$ cat src/logic/rss_params.svh
// Constants of the receiver status and event strobe block
`ifndef RSS_PARAMS_SVH
`define RSS_PARAMS_SVH

`define RSS_NUM_CH         4
`define RSS_HP_W           24
`define RSS_CLK_PERIOD_NS  10
`define RSS_CLK_MHZ        (1000 / `RSS_CLK_PERIOD_NS)
// Mark pulse must be longer than this time
`define RSS_MARK_MIN_NS    150
`define RSS_MARK_MIN_CYC   ((`RSS_MARK_MIN_NS + `RSS_CLK_PERIOD_NS - 1) / `RSS_CLK_PERIOD_NS)
// Fastest event output, and its half period in cycles
`define RSS_FREQ_MAX_MHZ   50
`define RSS_HALF_MIN_CYC   ((`RSS_CLK_MHZ + 2 * `RSS_FREQ_MAX_MHZ - 1) / (2 * `RSS_FREQ_MAX_MHZ))
// Polarity resets: zero means active low
`define RSS_MARK_POL_RST   4'h0
`define RSS_FREQ_POL_RST   1'h0
`define RSS_HP_RST         24'h000001

`endif

$ cat src/logic/rss_pkg.sv
// Types of the receiver status and event strobe block
`include "rss_params.svh"

package rss_pkg;

    typedef enum logic [4:0] {
        st_boot      = 5'h01,
        st_run       = 5'h02,
        st_recov     = 5'h04,
        st_fatal     = 5'h08,
        st_resetting = 5'h10
    } rss_state_type;

    typedef struct packed {
        logic boot_done;
        logic reset_busy;
        logic recov_error;
        logic fatal_error;
        logic restart_done;
        logic solution_ok;
    } rss_rx_cond_type;

    typedef struct packed {
        logic error;
        logic ready;
        logic pos_valid;
    } rss_flags_type;

    typedef struct packed {
        logic                       valid;
        logic [`RSS_NUM_CH-1:0]     active_high;
    } rss_mark_cfg_type;

    typedef struct packed {
        logic                       valid;
        logic [1:0]                 chan;
        logic                       enable;
        logic                       active_high;
        logic [`RSS_HP_W-1:0]       half_period;
    } rss_freq_cfg_type;

endpackage

$ cat src/logic/rss_mark_qual.sv
// Event mark input qualifier: synchroniser, width counter, edge report
`timescale 1ns/1ns
`include "rss_params.svh"

module rss_mark_qual #(
    parameter int MIN_CYC = `RSS_MARK_MIN_CYC
) (
    input  wire logic core_clk,
    input  wire logic rst_n,
    input  wire logic mark_in,
    input  wire logic active_high,
    output logic      event_pulse
);

    localparam int CW = $clog2(MIN_CYC + 2);

    if (MIN_CYC < 1) begin : g_chk
        $error("rss_mark_qual: MIN_CYC must be at least 1");
    end

    logic          sync1_r;
    logic          sync2_r;
    logic [CW-1:0] cnt_r;
    logic [CW-1:0] cnt_nxt;
    logic          event_r;
    logic          event_nxt;
    logic          active;

    ////////////////////////////////////////////////////////////////////////
    always_comb begin
        active    = active_high ? sync2_r : ~sync2_r;
        cnt_nxt   = cnt_r;
        event_nxt = 1'b0;
        if (!active) begin
            cnt_nxt = '0;
        end else if (cnt_r <= CW'(MIN_CYC)) begin
            cnt_nxt = cnt_r + CW'(1);
            // Fires once the level has held longer than the minimum
            event_nxt = (cnt_r == CW'(MIN_CYC));
        end
    end

    ////////////////////////////////////////////////////////////////////////
    // Input is asynchronous; only the second stage is looked at
    always_ff @(posedge core_clk or negedge rst_n) begin
        if (!rst_n) begin
            // Rest at the idle level of the default active-low pin, so no count starts after reset
            sync1_r <= 1'b1;
            sync2_r <= 1'b1;
            cnt_r   <= '0;
            event_r <= 1'b0;
        end else begin
            sync1_r <= mark_in;
            sync2_r <= sync1_r;
            cnt_r   <= cnt_nxt;
            event_r <= event_nxt;
        end
    end

    assign event_pulse = event_r;

endmodule

$ cat src/logic/rss_status_strobes.sv
// Receiver status flags, event mark inputs and event frequency outputs
//
// Functional notes
// - Error flag low in normal operation, high only while receiver is in a recoverable error.
// - Mark event registered only for pulses longer than 150 ns.
// - Mark polarity defaults to active low, selectable by configuration command.
// - Four event outputs, active low by default, programmable frequency up to 50 MHz.
// - Ready flag high means commands are being accepted.
// - Ready flag stays low during boot and while reset is in progress.
// - Recoverable error raises error flag while ready stays asserted.
// - Position-valid drops in the same cycle the error flag rises.
// - Fatal error clears ready, error and position-valid until restart completes.
// - Position-valid high only while a valid solution exists.
`timescale 1ns/1ns
`include "rss_params.svh"

module rss_status_strobes #(
    parameter int HP_W    = `RSS_HP_W,
    parameter int MIN_CYC = `RSS_MARK_MIN_CYC
) (
    input  wire logic                      core_clk,
    input  wire logic                      rst_n,
    input  wire rss_pkg::rss_rx_cond_type  rx_cond,
    input  wire logic                      mark_input_one,
    input  wire logic                      mark_input_two,
    input  wire logic                      mark_input_three,
    input  wire logic                      mark_input_four,
    input  wire rss_pkg::rss_mark_cfg_type mark_input_config_cmd,
    input  wire rss_pkg::rss_freq_cfg_type freq_output_config_cmd,
    output logic                           error_flag,
    output logic                           command_ready_flag,
    output logic                           position_valid_flag,
    output logic [`RSS_NUM_CH-1:0]         mark_event,
    output logic                           freq_output_one,
    output logic                           freq_output_two,
    output logic                           freq_output_three,
    output logic                           freq_output_four
);

    localparam int NCH = `RSS_NUM_CH;

    if (HP_W < 1 || HP_W > `RSS_HP_W) begin : g_chk_hp
        $error("rss_status_strobes: HP_W out of range");
    end
    if (MIN_CYC < 1) begin : g_chk_min
        $error("rss_status_strobes: MIN_CYC must be at least 1");
    end

    // Flag pattern shown in each receiver state
    function automatic rss_pkg::rss_flags_type flags_of(input rss_pkg::rss_state_type st,
                                                        input logic solution_ok);
        rss_pkg::rss_flags_type f;
        f = '0;
        case (st)
            rss_pkg::st_run: begin
                f.ready     = 1'b1;
                f.pos_valid = solution_ok;
            end
            rss_pkg::st_recov: begin
                f.error = 1'b1;
                f.ready = 1'b1;
                // Position-valid forced low with the error
            end
            default: begin
                f = '0;
            end
        endcase
        return f;
    endfunction

    // Pin level of one event output
    function automatic logic pin_level(input logic en, input logic pol, input logic phase);
        return en ? (pol ? phase : ~phase) : ~pol;
    endfunction

    ////////////////////////////////////////////////////////////////////////
    // Receiver state and status flags
    rss_pkg::rss_state_type state_r;
    rss_pkg::rss_state_type state_nxt;
    rss_pkg::rss_flags_type flags_r;
    rss_pkg::rss_flags_type flags_nxt;

    always_comb begin
        state_nxt = state_r;
        case (state_r)
            rss_pkg::st_boot: begin
                if (rx_cond.fatal_error) begin
                    state_nxt = rss_pkg::st_fatal;
                end else if (rx_cond.boot_done && !rx_cond.reset_busy) begin
                    state_nxt = rss_pkg::st_run;
                end
            end
            rss_pkg::st_run: begin
                if (rx_cond.fatal_error) begin
                    state_nxt = rss_pkg::st_fatal;
                end else if (rx_cond.reset_busy) begin
                    state_nxt = rss_pkg::st_resetting;
                end else if (rx_cond.recov_error) begin
                    state_nxt = rss_pkg::st_recov;
                end
            end
            rss_pkg::st_recov: begin
                if (rx_cond.fatal_error) begin
                    state_nxt = rss_pkg::st_fatal;
                end else if (rx_cond.reset_busy) begin
                    state_nxt = rss_pkg::st_resetting;
                end else if (!rx_cond.recov_error) begin
                    state_nxt = rss_pkg::st_run;
                end
            end
            rss_pkg::st_fatal: begin
                // Reboot: flags stay down until the restart is reported done
                if (rx_cond.restart_done) begin
                    state_nxt = rss_pkg::st_boot;
                end
            end
            rss_pkg::st_resetting: begin
                if (!rx_cond.reset_busy) begin
                    state_nxt = rss_pkg::st_boot;
                end
            end
            default: begin
                state_nxt = rss_pkg::st_boot;
            end
        endcase
        // Flags follow the next state so error and position-valid switch together
        flags_nxt = flags_of(state_nxt, rx_cond.solution_ok);
    end

    always_ff @(posedge core_clk or negedge rst_n) begin
        if (!rst_n) begin
            state_r <= rss_pkg::st_boot;
            flags_r <= '0;
        end else begin
            state_r <= state_nxt;
            flags_r <= flags_nxt;
        end
    end

    assign error_flag          = flags_r.error;
    assign command_ready_flag  = flags_r.ready;
    assign position_valid_flag = flags_r.pos_valid;

    ////////////////////////////////////////////////////////////////////////
    // Event mark inputs
    logic [NCH-1:0] mark_pol_r;
    logic [NCH-1:0] mark_pol_nxt;
    logic [NCH-1:0] mark_pins;

    assign mark_pins = {mark_input_four, mark_input_three, mark_input_two, mark_input_one};

    always_comb begin
        mark_pol_nxt = mark_pol_r;
        if (mark_input_config_cmd.valid) begin
            mark_pol_nxt = mark_input_config_cmd.active_high;
        end
    end

    always_ff @(posedge core_clk or negedge rst_n) begin
        if (!rst_n) begin
            mark_pol_r <= `RSS_MARK_POL_RST;
        end else begin
            mark_pol_r <= mark_pol_nxt;
        end
    end

    for (genvar i = 0; i < NCH; i++) begin : g_mark
        rss_mark_qual #(
            .MIN_CYC     (MIN_CYC)
        ) u_qual (
            .core_clk    (core_clk),
            .rst_n       (rst_n),
            .mark_in     (mark_pins[i]),
            .active_high (mark_pol_r[i]),
            .event_pulse (mark_event[i])
        );
    end

    ////////////////////////////////////////////////////////////////////////
    // Event frequency outputs: divider tick toggles the phase
    logic [NCH-1:0]  fo_en_r;
    logic [NCH-1:0]  fo_en_nxt;
    logic [NCH-1:0]  fo_pol_r;
    logic [NCH-1:0]  fo_pol_nxt;
    logic [NCH-1:0]  fo_phase_r;
    logic [NCH-1:0]  fo_phase_nxt;
    logic [NCH-1:0]  fo_out_r;
    logic [NCH-1:0]  fo_out_nxt;
    logic [HP_W-1:0] fo_hp_r [NCH];
    logic [HP_W-1:0] fo_hp_nxt [NCH];
    logic [HP_W-1:0] fo_cnt_r [NCH];
    logic [HP_W-1:0] fo_cnt_nxt [NCH];

    always_comb begin
        fo_en_nxt    = fo_en_r;
        fo_pol_nxt   = fo_pol_r;
        fo_phase_nxt = fo_phase_r;
        for (int i = 0; i < NCH; i++) begin
            fo_hp_nxt[i]  = fo_hp_r[i];
            fo_cnt_nxt[i] = fo_cnt_r[i];
            if (freq_output_config_cmd.valid && freq_output_config_cmd.chan == 2'(i)) begin
                fo_en_nxt[i]    = freq_output_config_cmd.enable;
                fo_pol_nxt[i]   = freq_output_config_cmd.active_high;
                // Below the minimum half period would exceed the top frequency
                if (freq_output_config_cmd.half_period[HP_W-1:0] < HP_W'(`RSS_HALF_MIN_CYC)) begin
                    fo_hp_nxt[i] = HP_W'(`RSS_HALF_MIN_CYC);
                end else begin
                    fo_hp_nxt[i] = freq_output_config_cmd.half_period[HP_W-1:0];
                end
                fo_cnt_nxt[i]   = '0;
                fo_phase_nxt[i] = 1'b0;
            end else if (fo_en_r[i]) begin
                if (fo_cnt_r[i] >= fo_hp_r[i] - HP_W'(1)) begin
                    fo_cnt_nxt[i]   = '0;
                    fo_phase_nxt[i] = ~fo_phase_r[i];
                end else begin
                    fo_cnt_nxt[i] = fo_cnt_r[i] + HP_W'(1);
                end
            end
            fo_out_nxt[i] = pin_level(fo_en_nxt[i], fo_pol_nxt[i], fo_phase_nxt[i]);
        end
    end

    always_ff @(posedge core_clk or negedge rst_n) begin
        if (!rst_n) begin
            fo_en_r    <= '0;
            fo_pol_r   <= {NCH{`RSS_FREQ_POL_RST}};
            fo_phase_r <= '0;
            fo_out_r   <= ~{NCH{`RSS_FREQ_POL_RST}};
            for (int i = 0; i < NCH; i++) begin
                fo_hp_r[i]  <= HP_W'(`RSS_HP_RST);
                fo_cnt_r[i] <= '0;
            end
        end else begin
            fo_en_r    <= fo_en_nxt;
            fo_pol_r   <= fo_pol_nxt;
            fo_phase_r <= fo_phase_nxt;
            fo_out_r   <= fo_out_nxt;
            for (int i = 0; i < NCH; i++) begin
                fo_hp_r[i]  <= fo_hp_nxt[i];
                fo_cnt_r[i] <= fo_cnt_nxt[i];
            end
        end
    end

    assign freq_output_one   = fo_out_r[0];
    assign freq_output_two   = fo_out_r[1];
    assign freq_output_three = fo_out_r[2];
    assign freq_output_four  = fo_out_r[3];

endmodule

$ cat config.mk
export PLATFORM = sky130hd
export DESIGN_NAME = rss_status_strobes
export DESIGN_NICKNAME = d
export VERILOG_FILES = /design/src/logic/rss_pkg.sv /design/src/logic/rss_mark_qual.sv /design/src/logic/rss_status_strobes.sv
export VERILOG_INCLUDE_DIRS = /design/src /design/src/logic
export SDC_FILE = /design/constraint.sdc
export NUM_CORES = 1
export LEC_CHECK = 0
export ABC_CLOCK_PERIOD_IN_PS = 5000
export BUFFER_PORTS_ARGS = -buffer_cell sky130_fd_sc_hd__buf_2
export CORE_AREA = 2 2 187 189
export CTS_CLUSTER_DIAMETER = 80
export DETAILED_ROUTE_END_ITERATION = 10
export DIE_AREA = 0 0 189 191
export SLEW_MARGIN = 20
export SYNTH_ARGS = -nofsm -noshare
export SYNTH_HDL_FRONTEND = slang
export SYNTH_SLANG_ARGS = --single-unit
$ cat constraint.sdc
create_clock -name core_clk -period 5 [get_ports core_clk]
set_clock_uncertainty 0.2 [all_clocks]
set_input_delay 1 -clock core_clk [delete_from_list [all_inputs] [get_ports core_clk]]
set_output_delay 1 -clock core_clk [all_outputs]
set_load 0.03 [all_outputs]
==> impl_metrics.json, run 1 <==
{
  "layout.cells.non_filler": 2264,
  "fmax_ghz": 0.2318,
  "stdcell_area_mm2": 0.01693,
  "hold-path-endpoint": "g_mark[1].u_qual.sync2_r",
  "synth_nets": 1890,
  "p_per_area_mw_per_mm2": 361.4,
  "hold_violations": 0,
  "drv_cap": 0,
  "drc": 0,
  "finalSetupViolations": 0,
  "area_delta_synth_final_pct": 12.02,
  "cts_tree": "built",
  "die_h_um": 191,
  "r2r_slack_ps": 690,
  "switchingPower_mw": 1.938,
  "setup_tns_ps": 0,
  "coreArea_mm2": 0.03412,
  "yosys_warnings": 0,
  "rows": 68,
  "r2r_cells": 12,
  "cts_max_path_buffers": 3,
  "ys_ff_latch": 252,
  "io_buffer_count": 56,
  "netSwitchingFraction_pct": 31.68,
  "cts_made_buffers": 29,
  "clk_pin_slew_ps": 60,
  "synth_edf_count": 0,
  "grt-ovfl-total": 0,
  "startpoint_type": "register",
  "timing.rr.end": "fo_out_r[0]",
  "place_hpwl_um": 25770,
  "power.internal_mw": 4.179,
  "yosysSeqAreaShare_pct": 41.88,
  "place_area_mm2": 0.01594,
  "r2r-start": "fo_hp_r[79]",
  "drive_gt1_share_pct": 9.287,
  "endpoint_kind": "register",
  "worstMarginPinSlew_ps": 872.8,
  "leakagePower_nw": 7.913,
  "gp_congestion": 0.8184,
  "ctsResizeCount": 0,
  "initial_core_util_pct": 44.29,
  "rsz0062_at_grt": "false",
  "hp-start": "g_mark[1].u_qual.sync1_r",
  "synth.area.top_cells": "dfrtp_1, nand2_1, ha_1, xor2_1, xnor2_1",
  "dr.pass1.iters": 6,
  "diodes": 0,
  "final_cell_mix": "nand2_1, dfrtp_1, nor2_1",
  "clkPwrFrac_pct": 35.1,
  "die_width_um": 189,
  "cts_root_buffer": "clkbuf_16",
  "cts_hold_buf": 0,
  "ir_worst_vdd_uv": 264.7,
  "worst_slack_ps": 686.8,
  "drt-total-wl_um": 36070,
  "grt_antenna_before_repair": 1,
  "hp-class": "reg -> reg",
  "power.share.sequential_pct": 43.3,
  "drtAntennaViolNets": 0,
  "yosys.area.top_type": "dfrtp_1",
  "grt_max_degree": 108,
  "avgSynthCellArea_um2": 8.724,
  "htreeDepth": 1,
  "track_usage_pct": 20.32,
  "die_area_mm2": 0.03610,
  "cts_setup_buffers": 0,
  "synth_area_mm2": 0.01511,
  "status": "completed",
  "synthDominantCellAreaShare_pct": 38.92,
  "p_total_mw": 6.117,
  "synthCells": 1732,
  "critical_path_class": "reg -> reg",
  "period_minus_slack_ps": 4313,
  "maxSlewViolCount": 0,
  "final_common_cell": "nand2_1",
  "async_flop_share_pct": 100.0,
  "clock-sinks": 252,
  "grt_pass1_vias": 11920,
  "wl_per_cell_um": 15.93,
  "layout.nets": 1944,
  "ys_types": 68,
  "min_delay_path_depth": 0,
  "worstPathRequired_ps": 5280,
  "viasPerCell": 5.409,
  "combPwrFrac_pct": 21.6,
  "ys.flop_type": "dfrtp_1",
  "timing.final.crit_share_pct": 86.26,
  "cp-startpoint": "fo_hp_r[79]",
  "drt_iter0_markers": 809,
  "place_ws_ps": 323.3,
  "insertion_delay_ps": 560,
  "slew_headroom_pct": 41.75,
  "grt_pass1_wl_um": 60250,
  "vias": 12250,
  "crit_fanout": 5,
  "worst_ep_arrival_time_ps": 4590,
  "placedCellCount": 2210,
  "ioPinCount": 57
}
## cells by family after synthesis
family	synth area share, %
fa+ha+maj	9.275
flops	41.88
mux	1.532
buf+inv	2.459
xor+xnor	9.101
compound gates	8.852
simple gates	26.90
## per-layer routing
layer | GRT usage (%) | vias to the layer above | part of all wire [%]
li1 | - | 6123 | -
met1 | 26.98 | 5798 | 46
met2 | 34.35 | 256 | 47
met3 | 3.103 | 66 | 4.6
met4 | 6.010 | 2 | 3.0
met5 | 0 | - | 0.033
## cell usage after synthesis, drive strengths merged, types with 7 or more instances
cell    number
ha         112
or3         23
buf         10
and2         8
mux2         7
or4         12
nor3        73
a21o        17
o21ai       72
and3        36
nand2      395
a211o        7
mux2i       13
inv         41
dfrtp      235
a21oi       58
xnor2       71
nand3b      12
nor4        27
nand3       62
and4        14
nand4       33
xor2        86
nor2       157
dfstp       17
a31oi       14
clkbuf      43
## layout make-up
class	count	area (um^2)
fill	3204	17190
multi-input combinational	1385	8428
sequential	252	6327
clock buffer	43	858.3
tap	455	569.3
timing repair buffer	76	465.4
inverter	42	157.7
clock inverter	11	118.9
## how the worst max path moves through the flow
| stage | end | slack [ps] |
|---|---|---|
| final | fo_out_r[0] | 690 |
| after CTS | fo_cnt_r[38] | 310 |
| after detailed placement | fo_cnt_r[38] | 320 |
| after global placement | fo_cnt_r[46] | 520 |
| after global routing | fo_cnt_r[38] | 160 |
| after floorplan | fo_cnt_r[87] | 520 |
## worst max-delay path, stage by stage, from the launching register on
cell and delay, ps:
dfrtp_1 420, or4_4 540, or3_4 350, or3_4 370, or4_4 520, xor2_1 150
ha_1 270, nand2_1 60, nor4_1 280, buf_4 180, nor2_1 40, mux4_2 440
or4_1 400
## power groups by stage
stage | clock network (mW) | logic (mW) | registers [mW]
floorplan | 0 | 0.980 | 2.60
global placement | 0 | 1.28 | 2.67
detailed placement | 0 | 1.32 | 2.68
CTS | 2.22 | 1.33 | 2.65
global route | 2.29 | 1.54 | 2.70
finish | 2.15 | 1.32 | 2.65
## through the flow
stage          utilization (%)  hold slack, ps
2_1_floorplan                -           145.2
3_3_place_gp             46.72           146.9
3_5_place_dp             46.72           149.9
4_1_cts                  49.58           159.3
5_1_grt                  49.61           163.4
6_report                 49.61           157.5
## flip-flops by register name, summed over array words and instances (netlist names)
name,count
fo_cnt_r,96
fo_hp_r,96
g_mark.u_qual.cnt_r,20
state_r,5
fo_en_r,4
fo_out_r,4
fo_phase_r,4
fo_pol_r,4
g_mark.u_qual.event_pulse,4
g_mark.u_qual.sync1_r,4
g_mark.u_qual.sync2_r,4
mark_pol_r,4
command_ready_flag,1
error_flag,1
position_valid_flag,1
Power figures use the tool's default switching activity.
==> run 2, diff against run 1 <==
--- a/config.mk
+++ b/config.mk
@@ -6,12 +6,14 @@
 export SDC_FILE = /design/constraint.sdc
 export NUM_CORES = 1
 export LEC_CHECK = 0
+export ABC_AREA = 1
 export ABC_CLOCK_PERIOD_IN_PS = 5000
 export BUFFER_PORTS_ARGS = -buffer_cell sky130_fd_sc_hd__buf_2
-export CORE_AREA = 2 2 187 189
+export CORE_AREA = 2 2 191 193
 export CTS_CLUSTER_DIAMETER = 80
 export DETAILED_ROUTE_END_ITERATION = 10
-export DIE_AREA = 0 0 189 191
+export DIE_AREA = 0 0 193 195
+export SETUP_SLACK_MARGIN = 0.2
 export SLEW_MARGIN = 20
 export SYNTH_ARGS = -nofsm -noshare
 export SYNTH_HDL_FRONTEND = slang
==> impl_metrics.json, run 2 <==
{
  "status": "completed",
  "rsz0062_at_grt": "false",
  "final_common_cell": "nand2_1",
  "maxSlewViolCount": 0,
  "cts_made_buffers": 29,
  "synth_nets": 2169,
  "period_minus_slack_ps": 3757,
  "hp-class": "reg -> reg",
  "viasPerCell": 5.096,
  "drv_cap": 0,
  "ys_ff_latch": 252,
  "fill_cells": 3508,
  "synthDominantCellAreaShare_pct": 37.24,
  "grt_max_degree": 83,
  "gp_congestion": 0.9007,
  "reg.largest.list": "fo_cnt_r: 96 flops, fo_hp_r: 96 flops, g_mark.u_qual.cnt_r: 20 flops",
  "slew_headroom_pct": 29.16,
  "power.share.sequential_pct": 41.8,
  "clock-sinks": 252,
  "place_hpwl_um": 28270,
  "async_flop_share_pct": 100.0,
  "yosys.area.top_type": "dfrtp_1",
  "initial_core_util_pct": 44.62,
  "p_per_area_mw_per_mm2": 353.9,
  "p_total_mw": 6.224,
  "combPwrFrac_pct": 22.8,
  "die_h_um": 195,
  "finalSetupViolations": 0,
  "max_stage_delay_ps": 360,
  "cts_hold_buf": 0,
  "synth.area.top_cells": "dfrtp_1, nand2_1, ha_1, inv_1, nor2_1",
  "final_cell_mix": "nand2_1, inv_1, dfrtp_1",
  "critical_path_class": "reg -> reg",
  "r2r_slack_ps": 1240,
  "layout.nets": 2229,
  "dr.pass1.iters": 5,
  "coreArea_mm2": 0.03540,
  "die_area_mm2": 0.03764,
  "layout.cells.non_filler": 2556,
  "worst_ep_arrival_time_ps": 4030,
  "ir_worst_vdd_uv": 299.2,
  "grt-ovfl-total": 0,
  "endpoint_kind": "register",
  "cts_root_buffer": "clkbuf_16",
  "critPathSlowestCell": "dfstp_2",
  "drc": 0,
  "clk_pin_slew_ps": 60,
  "synth_area_mm2": 0.01579,
  "synthCells": 2011,
  "wl_per_cell_um": 14.75,
  "rows": 69,
  "fmax_ghz": 0.2662,
  "htreeDepth": 1,
  "crit_fanout": 8,
  "io_buffer_count": 56,
  "track_usage_pct": 20.63,
  "post-synth-top-count-cell": "nand2_1",
  "ioPinCount": 57,
  "cpMostUsedCell": "nand2_1",
  "switchingPower_mw": 2.067,
  "insertion_delay_ps": 600,
  "timing.final.crit_share_pct": 75.14,
  "die_width_um": 193,
  "netlist_top_cells_count": "nand2_1, inv_1, dfrtp_1",
  "avgSynthCellArea_um2": 7.853,
  "cp-startpoint": "fo_hp_r[48]",
  "r2r-start": "fo_hp_r[48]",
  "cts_setup_buffers": 0,
  "drt-total-wl_um": 37700,
  "critPathCapture": "fo_cnt_r[54]",
  "worstMarginPinSlew_ps": 1061,
  "placedCellCount": 2501,
  "clkPwrFrac_pct": 35.4,
  "area_delta_synth_final_pct": 11.35,
  "r2r_cells": 26,
  "ys_types": 48,
  "cts_tree": "built",
  "yosys_warnings": 0,
  "timing.rr.end": "fo_cnt_r[54]",
  "drt_iter0_markers": 731,
  "drive_gt1_share_pct": 10.46,
  "yosysSeqAreaShare_pct": 40.06,
  "drtAntennaViolNets": 0,
  "netSwitchingFraction_pct": 33.21,
  "leakagePower_nw": 8.570,
  "ctsResizeCount": 0,
  "cts_max_path_buffers": 3,
  "grt_pass1_vias": 12760,
  "worstPathRequired_ps": 5270,
  "vias": 13030,
  "synth_edf_count": 0,
  "hold_violations": 0,
  "min_delay_path_depth": 0,
  "setup_tns_ps": 0,
  "startpoint_type": "register",
  "grt_pass1_wl_um": 63380,
  "power.internal_mw": 4.157,
  "grt_antenna_before_repair": 4,
  "ys.flop_type": "dfrtp_1"
}
## run 2: cell count changes after synthesis, sizes merged, moves of 28 or more
cell | previous run | this run
and3 | 36 | 5
inv | 41 | 279
nand2 | 395 | 428
nand3 | 62 | 100
nor2 | 157 | 245
o21ai | 72 | 163
xnor2 | 71 | 43
## run 2: worst max-delay path: cells and delay by family (launching register included)
family	cells	cell delay, ps
xor+xnor	1	140
buf+inv	6	790
simple gates	17	1670
flops	1	360
fa+ha+maj	2	470
## run 2: routing by layer
layer	global-route usage [%]	wire length, um
met5	0	27
met4	4.938	906
met3	3.523	1917
met2	32.92	16840
met1	29.17	18000
## run 2: final cells by class
cell class / count / area (um^2) / share of cell area (%)
multi-input cells: 1442 / 8243 / 46.88
flip-flops and latches: 252 / 6327 / 35.98
inverters: 281 / 1055 / 5.998
clock buffers: 42 / 864.6 / 4.917
well taps: 461 / 576.8 / 3.280
repair buffers: 65 / 382.9 / 2.177
clock inverters: 11 / 130.1 / 0.7400
diodes: 2 / 5.005 / 0.02846
## run 2: worst min path at each step
stage | startpoint | to | slack [ps]
4_1_cts | g_mark[0].u_qual.sync1_r | g_mark[0].u_qual.sync2_r | 160
5_1_grt | g_mark[2].u_qual.sync1_r | g_mark[2].u_qual.sync2_r | 160
2_1_floorplan | g_mark[0].u_qual.sync1_r | g_mark[0].u_qual.sync2_r | 150
3_5_place_dp | g_mark[0].u_qual.sync1_r | g_mark[0].u_qual.sync2_r | 150
3_3_place_gp | g_mark[0].u_qual.sync1_r | g_mark[0].u_qual.sync2_r | 150
6_report | g_mark[3].u_qual.sync1_r | g_mark[3].u_qual.sync2_r | 160
## run 2: cells by family (layout without fill, tap and decap cells)
kind of cell / count (synthesis) / after routing / share of synthesized area (%)
mux: 4 / 4 / 0.2852
flops: 252 / 252 / 40.06
buf+inv: 317 / 399 / 7.772
fa+ha+maj: 112 / 112 / 8.873
other cells: 0 / 2 / 0
simple gates: 903 / 903 / 25.85
compound gates: 295 / 295 / 10.05
xor+xnor: 128 / 128 / 7.099
## run 2: power groups by stage
stage | sequential (mW) | combinational, mW | clock, mW
after detailed placement | 2.63 | 1.43 | 0
after global routing | 2.64 | 1.66 | 2.35
after global placement | 2.63 | 1.39 | 0
after CTS | 2.60 | 1.44 | 2.27
after floorplan | 2.57 | 1.06 | 0
final | 2.60 | 1.42 | 2.20
## run 2: metrics by stage
step | setup slack, ps | utilization, % | hold WS (ps) | instance area [um^2]
5_1_grt | 746.5 | 49.66 | 159.2 | 17580
3_3_place_gp | 1321 | 46.85 | 146.6 | 16580
4_1_cts | 1235 | 49.66 | 156.4 | 17580
2_1_floorplan | 1779 | - | 145.2 | 15790
3_5_place_dp | 1241 | 46.85 | 148.1 | 16580
6_report | 1243 | 49.68 | 155.1 | 17580
